### src/dpm_pkg.sv
// Package: constants and carrier types of the drive protection monitor
`default_nettype none
package dpm_pkg;
  localparam int DPM_CUR_W = 16;
  localparam int DPM_TEMP_W = 16;
  localparam int DPM_VOLT_W = 16;
  localparam int DPM_DLY_W = 16;
  localparam int DPM_CLK_HZ = 40_000_000;
  // Monitoring cycle in microseconds and its length in clock cycles
  localparam int DPM_CYCLE_US = 100;
  localparam int DPM_CYCLE_CLKS = DPM_CYCLE_US * (DPM_CLK_HZ / 1_000_000);
  // Fixed electronics supply thresholds (mV)
  localparam logic [15:0] DPM_ELEC_MIN_MV = 16'h2EE0;
  localparam logic [15:0] DPM_ELEC_MAX_MV = 16'hC350;
  // Maximum permitted motor supply upper threshold (mV)
  localparam logic [15:0] DPM_MOT_MAX_MV = 16'hC350;
  // Device statusword bit positions
  localparam int DPM_SW_TWARN = 16;
  localparam int DPM_SW_TOFF = 17;
  localparam int DPM_SW_OVER = 18;
  localparam int DPM_SW_ELOW = 19;
  localparam int DPM_SW_MLOW = 20;
  localparam logic [DPM_TEMP_W-1:0] DPM_TEMP_RST = 16'h0000;

  typedef struct packed {
    logic [DPM_TEMP_W-1:0] ambient;
    logic [7:0] rth_reduction;
    logic [DPM_CUR_W-1:0] cont_current;
    logic [DPM_CUR_W-1:0] peak_current;
    logic [DPM_TEMP_W-1:0] warn_temp;
    logic [DPM_TEMP_W-1:0] off_temp;
  } dpm_thermal_cfg_type;

  typedef struct packed {
    logic [DPM_VOLT_W-1:0] motor_low;
    logic [DPM_VOLT_W-1:0] motor_high;
    logic [DPM_DLY_W-1:0] delay_cycles;
  } dpm_supply_cfg_type;

  typedef struct packed {
    logic warn;
    logic off;
    logic over;
    logic elec_low;
    logic motor_low;
  } dpm_status_type;

  typedef enum logic [1:0] {
    DPM_RUN_IDLE = 2'b00,
    DPM_RUN_ENABLED = 2'b01,
    DPM_RUN_TRIPPED = 2'b10
  } dpm_run_type;
endpackage : dpm_pkg
`default_nettype wire

### src/dpm_monitor.sv
// Drive protection monitor: thermal current limit, clamp and supply supervision
`default_nettype none
// Overview of operation
// [RULE1] Cold motor: clamp to peak current
// [RULE2] Model temperatures; critical gives continuous limit
// [RULE3] Peak restored when no model critical
// [RULE4] Report temperature warning and limit in statusword
// [RULE5] Warning clamps limit to continuous current
// [RULE6] Ambient, resistance reduction, continuous current configurable
// [RULE7] Separate positive and negative set-point limits
// [RULE8] Fixed electronics supply thresholds
// [RULE9] Configurable motor supply lower threshold
// [RULE10] Motor upper threshold, capped at maximum
// [RULE11] Configurable out-of-range persistence delay
// [RULE12] Out-of-range at start blocks operation enable
// [RULE13] Status bit only after delay expires
// [RULE14] Power good while all voltages in range
// [RULE15] Electronics undervoltage: bit 19, stage off, latched
// [RULE16] Motor undervoltage: bit 20, stage off
// [RULE17] Zero motor threshold disables undervoltage check
// [RULE18] Overvoltage engages braking power reduction
// [RULE19] Brushless overvoltage adjusts rotor displacement angle
// [RULE20] Software should lower upper supply limit
// [RULE21] Bits 16 warning, 17 switch-off temperature
// [RULE22] Bit 18 on any supply overvoltage
// [RULE23] Delay counter restarts when voltage returns
// [RULE24] Evaluations run once per monitoring cycle
module dpm_monitor
  import dpm_pkg::*;
#(
  parameter int CYCLE_CLKS = DPM_CYCLE_CLKS,
  parameter int MODEL_SHIFT = 8
) (
  // Clock, reset, enable
  input wire logic clock_i,
  input wire logic sys_rst_i,
  input wire logic clk_en_i,
  // Configuration
  input wire dpm_thermal_cfg_type thermal_cfg_i,
  input wire dpm_supply_cfg_type supply_cfg_i,
  input wire logic [DPM_CUR_W-1:0] pos_limit_i,
  input wire logic [DPM_CUR_W-1:0] neg_limit_i,
  input wire logic brushless_i,
  // Measurements from outside the clock domain
  input wire logic [DPM_VOLT_W-1:0] elec_volt_i,
  input wire logic [DPM_VOLT_W-1:0] motor_volt_i,
  input wire logic [DPM_CUR_W-1:0] current_abs_i,
  input wire logic [DPM_TEMP_W-1:0] stage_ambient_i,
  // Drive state requests
  input wire logic enable_req_i,
  input wire logic fault_reset_i,
  input wire logic braking_i,
  // Current controller side
  input wire logic signed [DPM_CUR_W:0] setpoint_i,
  output logic signed [DPM_CUR_W:0] setpoint_o,
  output logic [DPM_CUR_W-1:0] current_limit_o,
  // Output stage and status
  output logic stage_enable_o,
  output logic op_enabled_o,
  output logic power_good_o,
  output logic ov_control_o,
  output logic angle_adjust_o,
  output logic [31:0] statusword_o
);
  initial begin
    if (CYCLE_CLKS < 2 || CYCLE_CLKS > 65535) $error("dpm_monitor: CYCLE_CLKS out of range");
  end

  typedef struct packed {
    logic [DPM_VOLT_W-1:0] ev1, ev2;
    logic [DPM_VOLT_W-1:0] mv1, mv2;
    logic [DPM_CUR_W-1:0] ci1, ci2;
    logic [DPM_TEMP_W-1:0] ta1, ta2;
    logic [15:0] div;
    logic tick;
    dpm_run_type run;
    logic limit_cont;
    logic signed [DPM_CUR_W:0] sp;
    logic [DPM_CUR_W-1:0] lim;
    dpm_status_type sts;
    logic pg;
    logic ovc;
    logic ang;
  } dpm_state_type;

  dpm_state_type st, next_st;
  logic [DPM_TEMP_W-1:0] motor_temp, stage_temp;
  logic elec_lo_raw, elec_hi_raw, mot_lo_raw, mot_hi_raw;
  logic elec_lo_f, elec_hi_f, mot_lo_f, mot_hi_f;
  logic [DPM_VOLT_W-1:0] mot_high_eff;
  logic hot_crit, hot_warn, hot_off, any_out;
  logic signed [DPM_CUR_W:0] pos_lim_s, neg_lim_s;

  function automatic logic above(input logic [15:0] val, input logic [15:0] thr);
    return val > thr;
  endfunction

  dpm_thermal #(.SHIFT(MODEL_SHIFT)) u_motor_model ( // [RULE2] [RULE6]
    .clock_i(clock_i),
    .sys_rst_i(sys_rst_i),
    .clk_en_i(clk_en_i),
    .tick_i(st.tick),
    .current_i(st.ci2),
    .ambient_i(thermal_cfg_i.ambient),
    .rth_reduction_i(thermal_cfg_i.rth_reduction),
    .temp_o(motor_temp)
  );

  dpm_thermal #(.SHIFT(MODEL_SHIFT)) u_stage_model ( // [RULE2]
    .clock_i(clock_i),
    .sys_rst_i(sys_rst_i),
    .clk_en_i(clk_en_i),
    .tick_i(st.tick),
    .current_i(st.ci2),
    .ambient_i(st.ta2),
    .rth_reduction_i(8'h00),
    .temp_o(stage_temp)
  );

  // Upper motor threshold may be raised only up to the permitted maximum
  assign mot_high_eff = (supply_cfg_i.motor_high > DPM_MOT_MAX_MV) ? DPM_MOT_MAX_MV
    : supply_cfg_i.motor_high; // [RULE10]
  assign elec_lo_raw = st.ev2 < DPM_ELEC_MIN_MV; // [RULE8]
  assign elec_hi_raw = above(st.ev2, DPM_ELEC_MAX_MV); // [RULE8]
  assign mot_lo_raw = (supply_cfg_i.motor_low != '0) && (st.mv2 < supply_cfg_i.motor_low); // [RULE9] [RULE17]
  assign mot_hi_raw = above(st.mv2, mot_high_eff);
  assign any_out = elec_lo_raw | elec_hi_raw | mot_lo_raw | mot_hi_raw;

  // One persistence checker per supply condition
  dpm_supply_check u_elec_lo (
    .clock_i(clock_i), .sys_rst_i(sys_rst_i), .clk_en_i(clk_en_i), .tick_i(st.tick),
    .out_i(elec_lo_raw), .delay_i(supply_cfg_i.delay_cycles), .fault_o(elec_lo_f)
  );
  dpm_supply_check u_elec_hi (
    .clock_i(clock_i), .sys_rst_i(sys_rst_i), .clk_en_i(clk_en_i), .tick_i(st.tick),
    .out_i(elec_hi_raw), .delay_i(supply_cfg_i.delay_cycles), .fault_o(elec_hi_f)
  );
  dpm_supply_check u_mot_lo (
    .clock_i(clock_i), .sys_rst_i(sys_rst_i), .clk_en_i(clk_en_i), .tick_i(st.tick),
    .out_i(mot_lo_raw), .delay_i(supply_cfg_i.delay_cycles), .fault_o(mot_lo_f)
  ); // [RULE11] [RULE13] [RULE23]
  dpm_supply_check u_mot_hi (
    .clock_i(clock_i), .sys_rst_i(sys_rst_i), .clk_en_i(clk_en_i), .tick_i(st.tick),
    .out_i(mot_hi_raw), .delay_i(supply_cfg_i.delay_cycles), .fault_o(mot_hi_f)
  );

  assign hot_warn = above(motor_temp, thermal_cfg_i.warn_temp) | above(stage_temp, thermal_cfg_i.warn_temp);
  assign hot_off = above(motor_temp, thermal_cfg_i.off_temp) | above(stage_temp, thermal_cfg_i.off_temp);
  // Critical model temperature is the warning threshold
  assign hot_crit = hot_warn;
  assign pos_lim_s = $signed({1'b0, pos_limit_i});
  assign neg_lim_s = -$signed({1'b0, neg_limit_i});

  always_comb begin
    logic [DPM_CUR_W-1:0] lim_pos, lim_neg;
    lim_pos = '0;
    lim_neg = '0;
    next_st = st;
    next_st.ev1 = elec_volt_i;
    next_st.ev2 = st.ev1;
    next_st.mv1 = motor_volt_i;
    next_st.mv2 = st.mv1;
    next_st.ci1 = current_abs_i;
    next_st.ci2 = st.ci1;
    // Stage sensor reading crosses in like the supply measurements
    next_st.ta1 = stage_ambient_i;
    next_st.ta2 = st.ta1;
    next_st.tick = 1'b0;
    if (st.div == 16'(CYCLE_CLKS - 1)) begin // [RULE24]
      next_st.div = '0;
      next_st.tick = 1'b1;
    end else begin
      next_st.div = st.div + 16'h0001;
    end
    if (st.tick) begin
      next_st.limit_cont = hot_crit; // [RULE2] [RULE3] [RULE5]
      next_st.sts.warn = hot_warn; // [RULE4] [RULE21]
      next_st.sts.off = hot_off; // [RULE4] [RULE21]
      next_st.sts.over = elec_hi_f | mot_hi_f; // [RULE22]
      next_st.sts.motor_low = mot_lo_f; // [RULE16]
      next_st.sts.elec_low = st.sts.elec_low | elec_lo_f; // [RULE15]
      if (fault_reset_i && !elec_lo_f) begin
        next_st.sts.elec_low = 1'b0;
      end
      next_st.pg = !(elec_lo_f | elec_hi_f | mot_lo_f | mot_hi_f); // [RULE14]
      next_st.ovc = braking_i & mot_hi_raw; // [RULE18]
      next_st.ang = braking_i & mot_hi_raw & brushless_i; // [RULE19]
    end
    // Active limit: peak when cool, continuous when critical
    next_st.lim = st.limit_cont ? thermal_cfg_i.cont_current : thermal_cfg_i.peak_current; // [RULE1] [RULE5]
    lim_pos = (pos_limit_i < st.lim) ? pos_limit_i : st.lim;
    lim_neg = (neg_limit_i < st.lim) ? neg_limit_i : st.lim;
    if (setpoint_i > $signed({1'b0, lim_pos})) begin // [RULE7]
      next_st.sp = $signed({1'b0, lim_pos});
    end else if (setpoint_i < -$signed({1'b0, lim_neg})) begin // [RULE7]
      next_st.sp = -$signed({1'b0, lim_neg});
    end else begin
      next_st.sp = setpoint_i;
    end
    case (st.run)
      DPM_RUN_IDLE: begin
        if (enable_req_i && !any_out && !st.sts.elec_low) begin // [RULE12]
          next_st.run = DPM_RUN_ENABLED;
        end
      end
      DPM_RUN_ENABLED: begin
        if (!enable_req_i) begin
          next_st.run = DPM_RUN_IDLE;
        end
        if (elec_lo_f || mot_lo_f) begin // [RULE15] [RULE16]
          next_st.run = DPM_RUN_TRIPPED;
        end
      end
      DPM_RUN_TRIPPED: begin
        // No automatic restart: needs fault reset and a dropped request
        if (fault_reset_i && !enable_req_i && !elec_lo_f && !mot_lo_f) begin
          next_st.run = DPM_RUN_IDLE;
        end
      end
      default: begin
        next_st.run = DPM_RUN_IDLE;
      end
    endcase
  end

  always_ff @(posedge clock_i) begin
    if (sys_rst_i) begin
      st <= '0;
    end else if (clk_en_i) begin
      st <= next_st;
    end
  end

  assign setpoint_o = st.sp;
  assign current_limit_o = st.lim;
  assign op_enabled_o = st.run == DPM_RUN_ENABLED;
  // Stage drops in the same cycle an undervoltage fault flag rises
  assign stage_enable_o = op_enabled_o && !elec_lo_f && !mot_lo_f; // [RULE15] [RULE16]
  assign power_good_o = st.pg;
  assign ov_control_o = st.ovc;
  assign angle_adjust_o = st.ang;
  always_comb begin
    statusword_o = 32'h0000_0000;
    statusword_o[DPM_SW_TWARN] = st.sts.warn;
    statusword_o[DPM_SW_TOFF] = st.sts.off;
    statusword_o[DPM_SW_OVER] = st.sts.over;
    statusword_o[DPM_SW_ELOW] = st.sts.elec_low;
    statusword_o[DPM_SW_MLOW] = st.sts.motor_low;
  end

  // Assertions
  // Supply supervision
  stage_off_fault_a: assert property (@(posedge clock_i) disable iff (sys_rst_i) // [RULE16]
    (elec_lo_f || mot_lo_f) |-> !stage_enable_o)
    else $error("stage on during undervoltage");
  elec_latch_a: assert property (@(posedge clock_i) disable iff (sys_rst_i) // [RULE15]
    (st.sts.elec_low && !fault_reset_i && clk_en_i) |=> st.sts.elec_low)
    else $error("elec low lost");
  trip_entry_a: assert property (@(posedge clock_i) disable iff (sys_rst_i) // [RULE15]
    (st.run == DPM_RUN_ENABLED && clk_en_i && (elec_lo_f || mot_lo_f)) |=> st.run == DPM_RUN_TRIPPED)
    else $error("undervoltage did not trip");
  enable_gate_a: assert property (@(posedge clock_i) disable iff (sys_rst_i) // [RULE12]
    (st.run == DPM_RUN_IDLE && any_out && clk_en_i) |=> st.run != DPM_RUN_ENABLED)
    else $error("enabled while out of range");
  pg_status_a: assert property (@(posedge clock_i) disable iff (sys_rst_i) // [RULE14]
    (st.sts.motor_low || st.sts.over) |-> !st.pg)
    else $error("power good with fault");
  zero_thr_a: assert property (@(posedge clock_i) disable iff (sys_rst_i) // [RULE17]
    (supply_cfg_i.motor_low == '0) |-> !mot_lo_raw)
    else $error("zero threshold still monitors");
  ovc_brake_a: assert property (@(posedge clock_i) disable iff (sys_rst_i) // [RULE18]
    (st.tick && clk_en_i && !braking_i) |=> !ov_control_o)
    else $error("ov control without braking");
  angle_ov_a: assert property (@(posedge clock_i) disable iff (sys_rst_i) // [RULE19]
    angle_adjust_o |-> ov_control_o)
    else $error("angle adjust without ov control");
  tick_period_a: assert property (@(posedge clock_i) disable iff (sys_rst_i) // [RULE24]
    (st.tick && clk_en_i) |=> !st.tick)
    else $error("tick too frequent");
  // Set-point clamp and thermal limit
  pos_clamp_a: assert property (@(posedge clock_i) disable iff (sys_rst_i) // [RULE7]
    st.sp <= pos_lim_s || $changed(pos_limit_i) || $past(sys_rst_i))
    else $error("positive clamp exceeded");
  neg_clamp_a: assert property (@(posedge clock_i) disable iff (sys_rst_i) // [RULE7]
    st.sp >= neg_lim_s || $changed(neg_limit_i) || $past(sys_rst_i))
    else $error("negative clamp exceeded");
  cont_limit_a: assert property (@(posedge clock_i) disable iff (sys_rst_i) // [RULE5]
    (st.limit_cont && clk_en_i && $stable(thermal_cfg_i)) |=> st.lim == $past(thermal_cfg_i.cont_current))
    else $error("continuous limit not applied");
  peak_limit_a: assert property (@(posedge clock_i) disable iff (sys_rst_i) // [RULE1]
    (!st.limit_cont && clk_en_i && $stable(thermal_cfg_i)) |=> st.lim == $past(thermal_cfg_i.peak_current))
    else $error("peak limit not applied");
  warn_cont_a: assert property (@(posedge clock_i) disable iff (sys_rst_i) // [RULE5]
    (st.tick && clk_en_i && hot_warn) |=> st.limit_cont)
    else $error("warning did not select continuous limit");

  // Main scenarios
  trip_c: cover property (@(posedge clock_i) st.run == DPM_RUN_TRIPPED);
  thermal_c: cover property (@(posedge clock_i) st.limit_cont);
  ovc_c: cover property (@(posedge clock_i) ov_control_o);
  elec_latch_c: cover property (@(posedge clock_i) st.sts.elec_low);
  refuse_c: cover property (@(posedge clock_i) st.run == DPM_RUN_IDLE && enable_req_i && any_out);
endmodule : dpm_monitor
`default_nettype wire

### src/dpm_supply_check.sv
// Supply range check with persistence delay counted in monitoring cycles
`default_nettype none
module dpm_supply_check
  import dpm_pkg::*;
(
  // Clock and control
  input wire logic clock_i,
  input wire logic sys_rst_i,
  input wire logic clk_en_i,
  input wire logic tick_i,
  // Condition and delay
  input wire logic out_i,
  input wire logic [DPM_DLY_W-1:0] delay_i,
  // Result
  output logic fault_o
);
  typedef struct packed {
    logic [DPM_DLY_W:0] cnt;
    logic fault;
  } dpm_sc_state_type;

  dpm_sc_state_type st, next_st;

  always_comb begin
    next_st = st;
    if (tick_i) begin
      if (!out_i) begin
        next_st.cnt = '0;
        next_st.fault = 1'b0;
      end else if (st.cnt > {1'b0, delay_i}) begin
        next_st.fault = 1'b1;
      end else begin
        next_st.cnt = st.cnt + 1'b1;
      end
    end
  end

  always_ff @(posedge clock_i) begin
    if (sys_rst_i) begin
      st <= '0;
    end else if (clk_en_i) begin
      st <= next_st;
    end
  end

  assign fault_o = st.fault;
endmodule : dpm_supply_check
`default_nettype wire

### src/dpm_thermal.sv
// Thermal model of one heated part: first-order rise from squared current
`default_nettype none
module dpm_thermal
  import dpm_pkg::*;
#(
  parameter int SHIFT = 8
) (
  // Clock and control
  input wire logic clock_i,
  input wire logic sys_rst_i,
  input wire logic clk_en_i,
  input wire logic tick_i,
  // Model inputs
  input wire logic [DPM_CUR_W-1:0] current_i,
  input wire logic [DPM_TEMP_W-1:0] ambient_i,
  input wire logic [7:0] rth_reduction_i,
  // Model output
  output logic [DPM_TEMP_W-1:0] temp_o
);
  initial begin
    if (SHIFT < 1 || SHIFT > 15) $error("dpm_thermal: SHIFT out of range");
  end

  typedef struct packed {
    logic [DPM_TEMP_W-1:0] temp;
  } dpm_th_state_type;

  dpm_th_state_type st, next_st;
  logic [31:0] sq;
  logic [31:0] heat;
  logic signed [33:0] delta;
  logic signed [33:0] sum;

  always_comb begin
    next_st = st;
    sq = 32'(current_i) * 32'(current_i);
    // Reduced thermal resistance scales the steady rise down
    heat = (sq >> 16) - ((sq >> 16) * 32'(rth_reduction_i) >> 8);
    delta = $signed({2'b00, heat}) + $signed({18'h0_0000, ambient_i})
      - $signed({18'h0_0000, st.temp});
    sum = $signed({18'h0_0000, st.temp}) + (delta >>> SHIFT);
    if (tick_i) begin
      // Saturate so a hot part never wraps round to a cold reading
      if (sum[33]) begin
        next_st.temp = '0;
      end else if (sum[32:16] != 17'h0_0000) begin
        next_st.temp = '1;
      end else begin
        next_st.temp = sum[DPM_TEMP_W-1:0];
      end
    end
  end

  always_ff @(posedge clock_i) begin
    if (sys_rst_i) begin
      st <= '{temp: DPM_TEMP_RST};
    end else if (clk_en_i) begin
      st <= next_st;
    end
  end

  assign temp_o = st.temp;
endmodule : dpm_thermal
`default_nettype wire

### config.mk
export PLATFORM = sky130hd
export DESIGN_NAME = dpm_monitor
export DESIGN_NICKNAME = d
export VERILOG_FILES = /design/src/dpm_pkg.sv /design/src/dpm_monitor.sv /design/src/dpm_supply_check.sv /design/src/dpm_thermal.sv
export SDC_FILE = /design/constraint.sdc
export NUM_CORES = 2
export LEC_CHECK = 0
export BUFFER_PORTS_ARGS = -buffer_cell sky130_fd_sc_hd__buf_2
export CORE_MARGIN = 2
export CORE_UTILIZATION = 25
export CTS_CLUSTER_DIAMETER = 80
export DETAILED_ROUTE_END_ITERATION = 12
export GPL_TIMING_DRIVEN = 0
export PLACE_DENSITY = 0.46
export REMOVE_ABC_BUFFERS = 1
export SLEW_MARGIN = 5
export SYNTH_ARGS = -nofsm -noshare
export SYNTH_HDL_FRONTEND = slang
export SYNTH_SLANG_ARGS = --single-unit
### constraint.sdc
create_clock -name clock_i -period 18.3 [get_ports clock_i]
set_clock_uncertainty 0.15 [all_clocks]
set_input_delay 1.83 -clock clock_i [delete_from_list [all_inputs] [get_ports clock_i]]
set_output_delay 1.83 -clock clock_i [all_outputs]
set_load 0.005 [all_outputs]
==> results by group <==
Status
  – Status: finished, final reports clean

Setup path
  – Arr. time, crit path: 17.54 ns
  – Delay of the slowest cell on the worst path: 0.58 ns
  – Setup CP Type: reg2reg
  – CP max FO: 16
  – WP data required: 18.67 ns
  – Worst r2r dst: u_motor_model.temp_o[12]
  – CP startpoint: st[100]
  – Worst path most repeated cell: fa_1
  – Critical path capture point type: flop
  – Worst setup SP type: flop
  – R2r setup slk: roughly 1.1 ns
  – R2R cell count: 68
  – Slowest-stage cell, CP: or4_1
  – Reg-to-Reg Start: st[100]
  – Setup crit end: u_motor_model.temp_o[12]

CTS
  – H-Tree Depth: 2
  – Worst-path clk slew: 0.06 ns
  – Root Buffer: clkbuf_16
  – CTS tree: done
  – Hold_buf cts: 0
  – # clock sinks: just under 300
  – Clk_lat worst skew: between 0.6 and 0.7 ns
  – Clock Tree Buf Depth: 3
  – Inserted Clock Buffers: 48

Pwr
  – Total power: between 0.002 and 0.003 W
  – Sequential share of power: 24.8%
  – P_leak: 18.9 nW
  – Net Sw Power: between 0.001 and 0.0015 W
  – Clk pwr share: 33.9%
  – Sw Ratio: 39.0%
  – P_int: 0.00167 W
  – PwrDens: approximately 71 mW/mm^2
  – Gate power share: 41.2%
  – Peak VDD IR: 0.0559 mV

Layout
  – Register Area: 0.00590 sq mm
  – Multi-input logic area: 0.0251 sq mm
  – Commonest non-fill, non-tap cells in the layout: inv_1 (509), ha_1 (461), nor2_1 (353)
  – Commonest non-fill, non-tap cell in the layout: inv_1
  – Finished Cell Area: about 0.039 sq mm
  – Layout Nets: 5,107
  – Ratio of cells with drive above 1 in the final layout: 12.4%
  – Non-Filler Instances: around 6k
  – Area Growth Syn to Fin: 15.1%
  – Fillers: 14.3k

Detailed routing
  – WL final: just under 100,000 um
  – Routed WL per cell: 16.5 um
  – Remaining DRCs: 0
  – Vias: 27.4k
  – Avg Vias per Cell: 4.63
  – Pre-Repair DR Iteration Count: 5
  – Post-route ant nets: 0
  – Detailed Route Iter0 Violations: 1,186

Yosys
  – Avg Inst Size Synth: 8.58 sq um
  – Post-synth ARST share: 0%
  – Unique masters post-synth: 91
  – Seq cells post-synth: 292
  – Synth area leaders: dfxtp_1 (17%), ha_1 (17%), fa_1 (17%)
  – Top-area cell type share of the netlist area: about 17%
  – Cell Area, Synth: 0.0335 sq mm
  – Synthesis Warnings: 0
  – Synth area leader: dfxtp_1
  – EDFF count, synth: 0
  – Synth Instances: 3,905
  – Post-synthesis sequential area ratio: 17.4%
  – Top FF cell, synth: dfxtp_1

STA
  – Max Slew Vio Count: 0
  – Fmax: 58.3 MHz
  – Final Setup Violations: 0
  – Unrepaired setup endpoints after global routing: no
  – Final Critical Period: 17.17 ns
  – Slew headroom: 29.1%
  – Setup_tns: 0 ns
  – Endpoints failing hold: 0
  – Part of the cycle the worst path needs: around 94%
  – Worst-Margin Slew: 1.06 ns

Flow run
  – Max cap viols: 0

Min path
  – Hold path depth: 2
  – Worst min-delay path class: reg2reg

GRT
  – Total Routing Usage GR: 14.2%
  – Global-route wire length before repair: around 150,000 um
  – Total gr overflow: 0
  – Vias in the first global route: about 27k
  – Initial antenna violation count: 10
  – Largest net degree at the start of global routing: 110

Die
  – Die span in y: 370 um
  – Core area: roughly 0.13 sq mm
  – Die ar.: 0.137 sq mm
  – Initial Util: roughly a quarter
  – Die W: 370 um
  – Core Rows: around 130
  – Num ports: between 300 and 400

Placement
  – # port buffers: 298
  – Post-DP HPWL: 76,900 um
  – Final weighted congestion in routability-driven placement: 0.809
  – Placed Cells: 5,814
  – Placed Area: 0.0366 sq mm
-- registers in the layout, indices dropped and copies added (netlist names) --
name and cells:
u_elec_lo.fault_o 1, angle_adjust_o 1, u_mot_lo.fault_o 1, st 83, statusword_o 5, u_stage_model.temp_o 16
u_elec_hi.fault_o 1, next_st 64, power_good_o 1, ov_control_o 1, current_limit_o 16, u_elec_hi.st 17
u_mot_lo.st 17, u_mot_hi.st 17, u_elec_lo.st 17, u_mot_hi.fault_o 1, setpoint_o 17, u_motor_model.temp_o 16
-- cell usage after synthesis (54+ instances only) --
| master | instances |
|---|---|
| a21o_1 | 63 |
| a21oi_1 | 170 |
| and2_1 | 147 |
| buf_4 | 68 |
| clkbuf_1 | 94 |
| dfxtp_1 | 292 |
| fa_1 | 278 |
| ha_1 | 461 |
| inv_1 | 511 |
| mux2i_1 | 169 |
| nand2_1 | 259 |
| nand3_1 | 61 |
| nand4_1 | 54 |
| nor2_1 | 357 |
| nor3_1 | 55 |
| o21a_1 | 75 |
| o21ai_0 | 112 |
| xnor2_1 | 80 |
-- cells by family after synthesis --
family | share of synthesized area, %
AND/OR/NAND/NOR | 16.7
buffers and inverters | 8.72
XOR/XNOR | 3.23
AO/OA/AOI/OAI | 14.8
other | 0.0112
adder cells (fa/ha/maj) | 33.8
flip-flops | 17.4
multiplexers | 5.28
-- metrics by stage --
| stage | hold WS [ns] | utilization, % | worst slack, ns |
|---|---|---|---|
| after CTS | 0.302 | 28.8 | 0.0281 |
| after global placement | 0.291 | 27.2 | -1.62 |
| after global routing | 0.332 | 28.9 | 0.0570 |
| after floorplan | 0.288 | - | 2.18 |
| after detailed placement | 0.295 | 27.5 | -1.55 |
| final | 0.300 | 28.9 | 1.13 |
-- timing repair --
item                                   in CTS  in global routing
setup buffers                               7                  9
setup endpoints to repair                  16                 16
resized for setup                          26                 32
endpoints found under the hold margin       0                  0
pin swaps                                   4                  5
-- per-layer routing --
metal,up-vias,routed length (um),track usage (%)
met5,-,74,0
met4,12,2390,3.81
met3,120,3900,2.28
met2,391,46400,24.0
met1,13200,44900,18.7
li1,13700,-,-
-- final cells by class --
| class | instances | area share (%) |
|---|---|---|
| multi-input cells | 2934 | 65.1 |
| flip-flops and latches | 292 | 15.3 |
| well taps | 1768 | 5.74 |
| inverters | 512 | 5.01 |
| repair buffers | 324 | 4.75 |
| clock buffers | 63 | 3.39 |
| clock inverters | 24 | 0.749 |
| diodes | 1 | 0.00649 |
-- worst min-delay path by stage --
| stage | start | end | slack [ns] |
|---|---|---|---|
| finish | ov_control_o | ov_control_o | 0.30 |
| detailed placement | angle_adjust_o | angle_adjust_o | 0.30 |
| global route | ov_control_o | ov_control_o | 0.33 |
| global placement | angle_adjust_o | angle_adjust_o | 0.29 |
| CTS | angle_adjust_o | angle_adjust_o | 0.30 |
| floorplan | u_mot_hi.fault_o | u_mot_hi.fault_o | 0.29 |
-- power groups by stage --
stage          clock network (W)  registers, W  logic, W
2_1_floorplan                  0      0.000685  0.000823
3_3_place_gp                   0      0.000695   0.00111
3_5_place_dp                   0      0.000696   0.00112
4_1_cts                 0.000977      0.000682   0.00113
5_1_grt                 0.000999      0.000684   0.00128
6_report                0.000929      0.000680   0.00113
-- worst max-delay path: cells and delay by family, from the launching register on --
kind	cells	cell delay (ns)
XOR/XNOR	3	0.52
AO/OA/AOI/OAI	24	4.86
buffers and inverters	11	0.96
flip-flops	1	0.57
adder cells (fa/ha/maj)	17	7.53
AND/OR/NAND/NOR	13	2.42
No activity file was read; power rests on OpenSTA's default activity.
